--- src/hw/xaui_phy_status_defines.svh ---
// Offsets, field positions, reset values and timing counts of the PHY status block.
// Assumes a 20 MHz system clock and 9-bit word addresses on the management port.
`ifndef XAUI_PHY_STATUS_DEFINES_SVH
`define XAUI_PHY_STATUS_DEFINES_SVH

// ----------------------------------------
// Register word offsets
// ----------------------------------------
`define OFS_RX_PHASE_RUNLEN 9'h086
`define OFS_RM_COLUMNS      9'h087
`define OFS_RM_LEVELS       9'h088
`define OFS_TX_PHASE        9'h089
`define OFS_SIM_CTRL        9'h08A

// ----------------------------------------
// Field positions and reset values
// ----------------------------------------
`define FLD_RX_PHASE_LO     4
`define FLD_COL_INS_LO      8
`define FLD_RM_EMPTY_LO     4
`define FLD_SIM_FAST        0
`define RST_FLAGS           1'b0
`define RST_SIM_FAST        1'b0
`define RECONF_USED_W       17

// ----------------------------------------
// Rate match fill thresholds
// ----------------------------------------
`define RM_EMPTY_WORDS      5'h05
`define RM_FULL_WORDS       5'h14

// ----------------------------------------
// Timing
// ----------------------------------------
`define CLK_PERIOD_NS       50
`define PLL_LOCK_TIME_NS    10000
`define SIM_LOCK_TIME_NS    500
`define CAL_TIME_NS         5000
`define SIM_CAL_TIME_NS     250
`define PLL_LOCK_CYC ((`PLL_LOCK_TIME_NS + `CLK_PERIOD_NS - 1) / `CLK_PERIOD_NS)
`define SIM_LOCK_CYC ((`SIM_LOCK_TIME_NS + `CLK_PERIOD_NS - 1) / `CLK_PERIOD_NS)
`define CAL_CYC      ((`CAL_TIME_NS + `CLK_PERIOD_NS - 1) / `CLK_PERIOD_NS)
`define SIM_CAL_CYC  ((`SIM_CAL_TIME_NS + `CLK_PERIOD_NS - 1) / `CLK_PERIOD_NS)

`endif

--- src/hw/xaui_phy_status_pkg.sv ---
// Types shared by the PHY status block and its helpers.
// Assumes the defines header is compiled alongside.
`default_nettype none

package xaui_phy_status_pkg;
    typedef logic [11:0] count_t;
    typedef enum logic [1:0] {CAL_OFF, CAL_RUN, CAL_READY} cal_state_t;

    typedef struct packed {
        cal_state_t cal;
        count_t     cal_cnt;
        count_t     lock_cnt;
        logic       locked;
        logic       cal_pd_prev;
        logic       rx_ready;
        logic       tx_ready;
    } pma_st_t;

    typedef struct packed {
        logic        ack;
        logic [31:0] rd_data;
        logic        sim_fast;
        logic [3:0]  rx_ser;
        logic [3:0]  tx_ser;
        logic [7:0]  col_ins;
        logic [7:0]  col_del;
        logic [7:0]  disp;
        logic [7:0]  code;
        logic [7:0]  sync;
        logic        aligned;
        logic [16:0] reconf;
    } top_st_t;
endpackage : xaui_phy_status_pkg

`default_nettype wire

--- src/hw/xaui_phy_status_and_control.sv ---
// Sticky status registers, lane status and power control of a four-lane PHY.
// Assumes one system clock, synchronous inputs and a held request under wait.
`default_nettype none
`include "xaui_phy_status_defines.svh"

module xaui_phy_status_and_control #(
    parameter bit MULTI_QUAD = 1'b0
) (
    input  wire logic        SYS_CLK,
    input  wire logic        RST,
    input  wire logic [8:0]  MGMT_ADDR,
    input  wire logic [31:0] MGMT_WRDATA,
    input  wire logic        MGMT_WRITE,
    input  wire logic        MGMT_READ,
    output logic      [31:0] MGMT_RDDATA,
    output logic             MGMT_WAIT,
    input  wire logic [3:0]  RX_SERIAL_IN,
    output logic      [3:0]  RX_LANE_BITS,
    input  wire logic [3:0]  TX_LANE_BITS,
    output logic      [3:0]  TX_SERIAL_OUT,
    input  wire logic [3:0]  RECONFIG_IN,
    output logic      [67:0] RECONFIG_OUT,
    input  wire logic        RX_ANALOG_RESET,
    input  wire logic        RX_DIGITAL_RESET,
    input  wire logic        TX_DIGITAL_RESET,
    input  wire logic        CAL_POWERDOWN,
    input  wire logic        XCVR_POWERDOWN,
    input  wire logic        PLL_POWERDOWN,
    output logic             PLL_LOCKED,
    output logic             CAL_DONE,
    output logic             RX_READY,
    output logic             TX_READY,
    input  wire logic [3:0]  RX_PHASE_ERR_IN,
    input  wire logic [3:0]  RUNLEN_VIOL_IN,
    input  wire logic [7:0]  COL_INS_IN,
    input  wire logic [7:0]  COL_DEL_IN,
    input  wire logic [19:0] RM_FILL_IN,
    input  wire logic [2:0]  TX_PHASE_ERR_IN,
    input  wire logic [3:0]  LANE_ALIGN_IN,
    input  wire logic [7:0]  DISP_ERR_IN,
    input  wire logic [7:0]  CODE_ERR_IN,
    input  wire logic [7:0]  SYNC_IN,
    output logic      [7:0]  COL_INSERTED,
    output logic      [7:0]  COL_DELETED,
    output logic             LANES_ALIGNED,
    output logic      [7:0]  DISP_ERR,
    output logic      [7:0]  CODE_ERR,
    output logic      [7:0]  SYNC_STATUS,
    output logic             SIM_FAST
);
    xaui_phy_status_pkg::top_st_t st_r;
    xaui_phy_status_pkg::top_st_t st_nxt;

    logic        req;
    logic        rd_take;
    logic        wr_take;
    logic [7:0]  rx_flags;
    logic [15:0] col_flags;
    logic [7:0]  lvl_flags;
    logic [2:0]  tx_flags;
    logic [7:0]  lvl_set;
    logic [7:0]  clr_rx;
    logic [15:0] clr_col;
    logic [7:0]  clr_lvl;
    logic [2:0]  clr_tx;

    // ----------------------------------------
    // Management handshake
    // ----------------------------------------
    // Wait for one cycle so read data comes from a flop
    // request held under wait
    assign req       = MGMT_READ | MGMT_WRITE;
    assign MGMT_WAIT = req & ~st_r.ack;
    assign rd_take   = MGMT_READ & st_r.ack;
    assign wr_take   = MGMT_WRITE & st_r.ack;

    assign clr_rx  = (rd_take && MGMT_ADDR == `OFS_RX_PHASE_RUNLEN) ? st_r.rd_data[7:0] : '0;
    assign clr_col = (rd_take && MGMT_ADDR == `OFS_RM_COLUMNS) ? st_r.rd_data[15:0] : '0;
    assign clr_lvl = (rd_take && MGMT_ADDR == `OFS_RM_LEVELS) ? st_r.rd_data[7:0] : '0;
    assign clr_tx  = (rd_take && MGMT_ADDR == `OFS_TX_PHASE) ? st_r.rd_data[2:0] : '0;

    // ----------------------------------------
    // Rate match level per lane
    // ----------------------------------------
    for (genvar l = 0; l < 4; l++)
    begin : g_lane
        assign lvl_set[`FLD_RM_EMPTY_LO + l] = (RM_FILL_IN[5*l +: 5] <= `RM_EMPTY_WORDS);
        assign lvl_set[l] = (RM_FILL_IN[5*l +: 5] >= `RM_FULL_WORDS);
    end

    // ----------------------------------------
    // Sticky flag banks
    // ----------------------------------------
    // sticky lane errors
    sticky_bank #(.W(8)) u_rx_flags (
        .clk   (SYS_CLK),
        .rst   (RST),
        .set   ({RX_PHASE_ERR_IN, RUNLEN_VIOL_IN}),
        .clr   (clr_rx),
        .flags (rx_flags)
    );

    sticky_bank #(.W(16)) u_col_flags (
        .clk   (SYS_CLK),
        .rst   (RST),
        .set   ({COL_INS_IN, COL_DEL_IN}),
        .clr   (clr_col),
        .flags (col_flags)
    );

    sticky_bank #(.W(8)) u_lvl_flags (
        .clk   (SYS_CLK),
        .rst   (RST),
        .set   (lvl_set),
        .clr   (clr_lvl),
        .flags (lvl_flags)
    );

    sticky_bank #(.W(3)) u_tx_flags (
        .clk   (SYS_CLK),
        .rst   (RST),
        .set   (TX_PHASE_ERR_IN),
        .clr   (clr_tx),
        .flags (tx_flags)
    );

    // ----------------------------------------
    // Power, lock and readiness
    // ----------------------------------------
    pma_power_ctrl u_pma (
        .clk            (SYS_CLK),
        .rst            (RST),
        .sim_fast       (st_r.sim_fast),
        .cal_pd         (CAL_POWERDOWN),
        .xcvr_pd        (XCVR_POWERDOWN),
        .pll_pd         (PLL_POWERDOWN),
        .rx_analog_rst  (RX_ANALOG_RESET),
        .rx_digital_rst (RX_DIGITAL_RESET),
        .tx_digital_rst (TX_DIGITAL_RESET),
        .pll_locked     (PLL_LOCKED),
        .cal_done       (CAL_DONE),
        .rx_ready       (RX_READY),
        .tx_ready       (TX_READY)
    );

    // ----------------------------------------
    // Next state
    // ----------------------------------------
    always_comb
    begin
        st_nxt     = st_r;
        st_nxt.ack = req & ~st_r.ack;
        if (req && !st_r.ack)
        begin
            case (MGMT_ADDR)
                `OFS_RX_PHASE_RUNLEN: st_nxt.rd_data = {24'h000000, rx_flags};
                `OFS_RM_COLUMNS:      st_nxt.rd_data = {16'h0000, col_flags};
                `OFS_RM_LEVELS:       st_nxt.rd_data = {24'h000000, lvl_flags};
                `OFS_TX_PHASE:        st_nxt.rd_data = {29'h00000000, tx_flags};
                `OFS_SIM_CTRL:        st_nxt.rd_data = {31'h00000000, st_r.sim_fast};
                default:              st_nxt.rd_data = 32'h00000000;
            endcase
        end
        if (wr_take && MGMT_ADDR == `OFS_SIM_CTRL)
            st_nxt.sim_fast = MGMT_WRDATA[`FLD_SIM_FAST];
        st_nxt.rx_ser = (RX_ANALOG_RESET || XCVR_POWERDOWN) ? 4'h0 : RX_SERIAL_IN;
        st_nxt.tx_ser = (TX_DIGITAL_RESET || XCVR_POWERDOWN) ? 4'h0 : TX_LANE_BITS;
        if (RX_DIGITAL_RESET || XCVR_POWERDOWN)
        begin
            st_nxt.col_ins = 8'h00;
            st_nxt.col_del = 8'h00;
            st_nxt.disp    = 8'h00;
            st_nxt.code    = 8'h00;
            st_nxt.sync    = 8'h00;
            st_nxt.aligned = 1'b0;
        end
        else
        begin
            st_nxt.col_ins = COL_INS_IN;
            st_nxt.col_del = COL_DEL_IN;
            st_nxt.disp    = DISP_ERR_IN;
            st_nxt.code    = CODE_ERR_IN | DISP_ERR_IN;
            st_nxt.sync    = SYNC_IN;
            st_nxt.aligned = &LANE_ALIGN_IN;
        end
        st_nxt.reconf = MULTI_QUAD ? {CAL_DONE, PLL_LOCKED, RX_READY, TX_READY,
                                      RECONFIG_IN, st_r.aligned, st_r.sync}
                                   : 17'h00000;
    end

    always_ff @(posedge SYS_CLK)
    begin
        if (RST)
            st_r <= '{sim_fast: `RST_SIM_FAST, default: '0};
        else
            st_r <= st_nxt;
    end

    // ----------------------------------------
    // Outputs
    // ----------------------------------------
    assign MGMT_RDDATA   = st_r.rd_data;
    assign RX_LANE_BITS  = st_r.rx_ser;
    assign TX_SERIAL_OUT = st_r.tx_ser;
    assign RECONFIG_OUT  = {51'h0000000000000, st_r.reconf};
    assign COL_INSERTED  = st_r.col_ins;
    assign COL_DELETED   = st_r.col_del;
    assign LANES_ALIGNED = st_r.aligned;
    assign DISP_ERR      = st_r.disp;
    assign CODE_ERR      = st_r.code;
    assign SYNC_STATUS   = st_r.sync;
    assign SIM_FAST      = st_r.sim_fast;
endmodule : xaui_phy_status_and_control

`default_nettype wire

--- src/hw/sticky_bank.sv ---
// Bank of sticky flags, set by hardware events, cleared by a read mask.
// Assumes set and clear are synchronous to the system clock.
`default_nettype none
`include "xaui_phy_status_defines.svh"

module sticky_bank #(
    parameter int W = 8
) (
    input  wire logic         clk,
    input  wire logic         rst,
    input  wire logic [W-1:0] set,
    input  wire logic [W-1:0] clr,
    output logic      [W-1:0] flags
);
    typedef struct packed {
        logic [W-1:0] flags;
    } sticky_st_t;

    sticky_st_t   st_r;
    sticky_st_t   st_nxt;
    logic [W-1:0] bit_nxt;

    // ----------------------------------------
    // Per-bit update
    // ----------------------------------------
    // set beats clear
    for (genvar g = 0; g < W; g++)
    begin : g_bit
        assign bit_nxt[g] = set[g] | (st_r.flags[g] & ~clr[g]);
    end

    always_comb
    begin
        st_nxt       = st_r;
        st_nxt.flags = bit_nxt;
    end

    always_ff @(posedge clk)
    begin
        if (rst)
            st_r <= '{flags: {W{`RST_FLAGS}}};
        else
            st_r <= st_nxt;
    end

    assign flags = st_r.flags;
endmodule : sticky_bank

`default_nettype wire

--- src/hw/pma_power_ctrl.sv ---
// PLL lock, calibration and readiness sequencing of the transceiver.
// Assumes power and reset inputs are synchronous to the system clock.
`default_nettype none
`include "xaui_phy_status_defines.svh"

module pma_power_ctrl (
    input  wire logic clk,
    input  wire logic rst,
    input  wire logic sim_fast,
    input  wire logic cal_pd,
    input  wire logic xcvr_pd,
    input  wire logic pll_pd,
    input  wire logic rx_analog_rst,
    input  wire logic rx_digital_rst,
    input  wire logic tx_digital_rst,
    output logic      pll_locked,
    output logic      cal_done,
    output logic      rx_ready,
    output logic      tx_ready
);
    xaui_phy_status_pkg::pma_st_t st_r;
    xaui_phy_status_pkg::pma_st_t st_nxt;
    xaui_phy_status_pkg::count_t  lock_len;
    xaui_phy_status_pkg::count_t  cal_len;

    assign lock_len = sim_fast ? xaui_phy_status_pkg::count_t'(`SIM_LOCK_CYC)
                               : xaui_phy_status_pkg::count_t'(`PLL_LOCK_CYC);
    assign cal_len  = sim_fast ? xaui_phy_status_pkg::count_t'(`SIM_CAL_CYC)
                               : xaui_phy_status_pkg::count_t'(`CAL_CYC);

    always_comb
    begin
        st_nxt             = st_r;
        st_nxt.cal_pd_prev = cal_pd;
        if (pll_pd || xcvr_pd)
        begin
            st_nxt.lock_cnt = '0;
            st_nxt.locked   = 1'b0;
        end
        // Ordered compare: the length may shrink mid-count
        else if (st_r.lock_cnt < lock_len)
            st_nxt.lock_cnt = st_r.lock_cnt + 12'h001;
        else
            st_nxt.locked = 1'b1;
        case (st_r.cal)
            xaui_phy_status_pkg::CAL_OFF:
            begin
                if (!cal_pd && !xcvr_pd)
                begin
                    st_nxt.cal     = xaui_phy_status_pkg::CAL_RUN;
                    st_nxt.cal_cnt = '0;
                end
            end
            xaui_phy_status_pkg::CAL_RUN:
            begin
                if (st_r.cal_cnt >= cal_len)
                    st_nxt.cal = xaui_phy_status_pkg::CAL_READY;
                else
                    st_nxt.cal_cnt = st_r.cal_cnt + 12'h001;
            end
            xaui_phy_status_pkg::CAL_READY:
                st_nxt.cal = xaui_phy_status_pkg::CAL_READY;
            default:
                st_nxt.cal = xaui_phy_status_pkg::CAL_OFF;
        endcase
        if (cal_pd || xcvr_pd)
            st_nxt.cal = xaui_phy_status_pkg::CAL_OFF;
        else if (st_r.cal_pd_prev)
        begin
            st_nxt.cal     = xaui_phy_status_pkg::CAL_RUN;
            st_nxt.cal_cnt = '0;
        end
        st_nxt.rx_ready = st_r.locked && (st_r.cal == xaui_phy_status_pkg::CAL_READY)
                          && !rx_analog_rst && !rx_digital_rst && !xcvr_pd;
        st_nxt.tx_ready = st_r.locked && !tx_digital_rst && !xcvr_pd;
        if (xcvr_pd)
        begin
            st_nxt.rx_ready = 1'b0;
            st_nxt.tx_ready = 1'b0;
        end
    end

    always_ff @(posedge clk)
    begin
        if (rst)
        begin
            st_r <= '{cal: xaui_phy_status_pkg::CAL_OFF, cal_cnt: 12'h000,
                      lock_cnt: 12'h000, locked: 1'b0, cal_pd_prev: 1'b1,
                      rx_ready: 1'b0, tx_ready: 1'b0};
        end
        else
            st_r <= st_nxt;
    end

    assign pll_locked = st_r.locked;
    assign cal_done   = (st_r.cal == xaui_phy_status_pkg::CAL_READY);
    assign rx_ready   = st_r.rx_ready;
    assign tx_ready   = st_r.tx_ready;
endmodule : pma_power_ctrl

`default_nettype wire

--- config.mk ---
export PLATFORM = sky130hd
export DESIGN_NAME = xaui_phy_status_and_control
export DESIGN_NICKNAME = d
export VERILOG_FILES = /design/src/hw/xaui_phy_status_pkg.sv /design/src/hw/xaui_phy_status_and_control.sv /design/src/hw/sticky_bank.sv /design/src/hw/pma_power_ctrl.sv
export VERILOG_INCLUDE_DIRS = /design/src /design/src/hw
export SDC_FILE = /design/constraint.sdc
export NUM_CORES = 1
export LEC_CHECK = 0
export BUFFER_PORTS_ARGS = -buffer_cell sky130_fd_sc_hd__buf_4
export CORE_MARGIN = 1
export CORE_UTILIZATION = 52
export DETAILED_ROUTE_END_ITERATION = 10
export GPL_TIMING_DRIVEN = 0
export MAX_ROUTING_LAYER = met4
export PLACE_DENSITY = 0.84
export SYNTH_ARGS = -nofsm -noshare
export SYNTH_HDL_FRONTEND = slang
export SYNTH_HIERARCHICAL = 1
export SYNTH_SLANG_ARGS = --single-unit
--- constraint.sdc ---
create_clock -name SYS_CLK -period 6.7 [get_ports SYS_CLK]
set_input_delay 1.34 -clock SYS_CLK [delete_from_list [all_inputs] [get_ports SYS_CLK]]
set_output_delay 1.34 -clock SYS_CLK [all_outputs]
set_load 0.01 [all_outputs]
==> flow_summary.ini <==
[global_route]
grt-ovfl-total = 0
first_global_vias = 5010
antenna_found_initial = 0
grt_first_pass_wirelength_um = 23540
grt_usage = 0.2316
grt_max_degree = 17

[sta]
rsz0062_at_grt = false
fin_setup_tns_ns = 0
finClkSkew_ns = 0.007739
min_period_ns = 3.932
fmax_ghz = 0.2543
period_share = 0.5869
final_hold_viol_count = 0
worst_pin_slew_ns = 1.072
relSlewSlack = 0.2785
fin_ws_ns = 2.768
setup_viol = 0
slew_viol_final = 0

[power]
leakagePower_nw = 4.559
peakVddDrop_mv = 0.1695
power.density_nw_per_um2 = 226.1

[clocking]
cts_tree = done
postCtsSetupRepairBufs = 0
root_buffer = clkbuf_16
clock_sinks = 132
clk_latency_ns = 0.41
clock_path_buffers = 2
hold_buffers = 0
cts_htree_levels = 4
clk_pin_slew_ns = 0.06
post_cts_resized = 0
cts_made_buffers = 17

[finish]
nFillCells = 958
drive_above_1_share = 0.3990
final_core_util = 0.7285
multi_input_area_um2 = 3013
ff_latch_area_um2 = 2643
antenna_cells = 0
nNetsFinal = 1161
area_delta_synth_final_pct = 35.80

[die]
rows = 41
fp.dieH_um = 116.3
ios = 293
die_area_um2 = 13530
start_util = 0.5365
die_x_um = 116.3
core_area_um2 = 12670

[placement]
numPortBuffers = 167
gp_congestion = 0.8705
place_ws_ns = 2.689
hpwl_um = 11330

[yosys]
synth_edf_count = 0
netlist_area_um2 = 6798
synth-async-reset-ratio = 0
synth.largest_area_cell = dfxtp_1
synth_ff_type = dfxtp_1
yosysMostFrequentCell = buf_4
yosysUniqueCellTypes = 67
synth_top_cells_by_count = buf_4 (148), dfxtp_1 (132), and2_1 (65), inv_1 (48)
yosysSeqAreaShare = 0.3887
synth_cells = 743
ys_seq_elements = 132
yosysTopAreaCellShare = 0.3887
postSynthAreaPerCell_um2 = 9.149
synth_area_leaders = dfxtp_1 (39%), buf_4 (16%), and2_1 (6.0%)
ys_warn_count = 6

[routing]
wire_per_inst_um = 12.62
vias_per_cell = 4.622
wl_um = 15100
antenna_left = 0
first_pass_iters = 6
drc = 0
route.vias.total = 5533
drt-initial-drc-count = 210

[worst_setup_path]
end_kind = output port
cp.arrival_ns = 2.59
required_ns = 5.36
critPathKind = in -> out
start_kind = primary input
critical_path.max_fanout = 10

[min_path]
hold_path_class = reg -> reg

[run_status]
status = completed

[job]
maxCapViolCount = 0
==> area by class of cell <==
| cell class | count | share of cell area |
|---|---|---|
| buffer | 176 | 0.1380 |
| tap | 172 | 0.02331 |
| clock inverter | 14 | 0.02426 |
| sequential | 132 | 0.2863 |
| clock buffer | 18 | 0.04649 |
| timing repair buffer | 167 | 0.1358 |
| multi-input combinational | 470 | 0.3264 |
| inverter | 48 | 0.01952 |
==> cell usage in the layout (no fill, tap or decap), types with 7 or more instances in the layout <==
| master | instances |
|---|---|
| conb_1 | 84 |
| nand3_1 | 10 |
| buf_4 | 315 |
| a22oi_1 | 11 |
| nand2b_1 | 25 |
| clkbuf_16 | 17 |
| mux2i_1 | 8 |
| dfxtp_1 | 132 |
| nor3_1 | 12 |
| a21oi_1 | 18 |
| clkbuf_1 | 21 |
| a21oi_2 | 26 |
| and2_1 | 65 |
| o211ai_1 | 7 |
| o21a_1 | 13 |
| ha_1 | 11 |
| and3_1 | 18 |
| nand2_1 | 26 |
| nand4_1 | 10 |
| o21ai_0 | 10 |
| nand2b_4 | 16 |
| nor2_1 | 26 |
| inv_1 | 48 |
==> kinds of logic after synthesis <==
family	count (synthesis)	share of synthesized area
flops	132	0.3887
compound gates	120	0.1333
fa+ha+maj	11	0.02025
mux	9	0.01344
simple gates	246	0.2299
other cells	1	0.0005517
buf+inv	224	0.2139
==> metal layers <==
| metal | wire length [µm] | GRT usage | up-vias |
|---|---|---|---|
| met3 | 1113 | 0.04722 | 21 |
| met4 | 314 | 0.09915 | 0 |
| met2 | 7653 | 0.4012 | 227 |
| li1 | - | - | 2816 |
| met5 | 0 | - | - |
| met1 | 6020 | 0.2578 | 2469 |
==> power by group <==
group | internal, mW | total [mW] | switching [mW] | leakage, nW
Clock | 0.666 | 1.03 | 0.360 | 0.316
Sequential | 0.813 | 0.832 | 0.0189 | 1.08
Combinational | 0.126 | 0.229 | 0.103 | 3.16
==> state kept, by name, summed over array words and instances (netlist names) <==
signal,cells
u_tx_flags/flags,3
MGMT_RDDATA,16
u_pma/st_r,27
u_lvl_flags/flags,8
TX_SERIAL_OUT,4
u_pma/tx_ready,1
RX_LANE_BITS,4
u_col_flags/flags,16
SYNC_STATUS,8
st_r,1
u_pma/pll_locked,1
DISP_ERR,8
COL_INSERTED,8
SIM_FAST,1
COL_DELETED,8
CODE_ERR,8
u_pma/rx_ready,1
u_rx_flags/flags,8
LANES_ALIGNED,1
==> stage by stage <==
stage | power (mW) | std cells | hold slack [ns] | cell area [µm²]
final | 2.087 | 1197 | 0.4616 | 9231
after global routing | 2.160 | 1197 | 0.4900 | 9231
after CTS | 2.097 | 1197 | 0.4655 | 9231
after detailed placement | 1.074 | 1165 | 0.4478 | 8578
after global placement | 1.070 | 1165 | 0.4415 | 8578
after floorplan | 0.9905 | 826 | 0.4217 | 7109
==> path summary, 6_finish.rpt <==
| check | slack (ns) | depth (start not counted) | from | endpoint |
|---|---|---|---|---|
| max | 2.77 | 5 | MGMT_READ | MGMT_WAIT |
| min | 0.46 | 1 | u_pma/st_r[14] | u_pma/st_r[14] |
| max reg2reg | 4.40 | 5 | SIM_FAST | u_pma/st_r[28] |
| min reg2reg | 0.46 | 1 | u_pma/st_r[14] | u_pma/st_r[14] |
==> worst max-delay path, cell delays in order <==
cell and delay [ns]:
buf_4 0.12, o21bai_1 0.43, clkbuf_1 0.45, inv_1 0.09, buf_4 0.16
No activity file was read; power rests on OpenSTA's default activity.
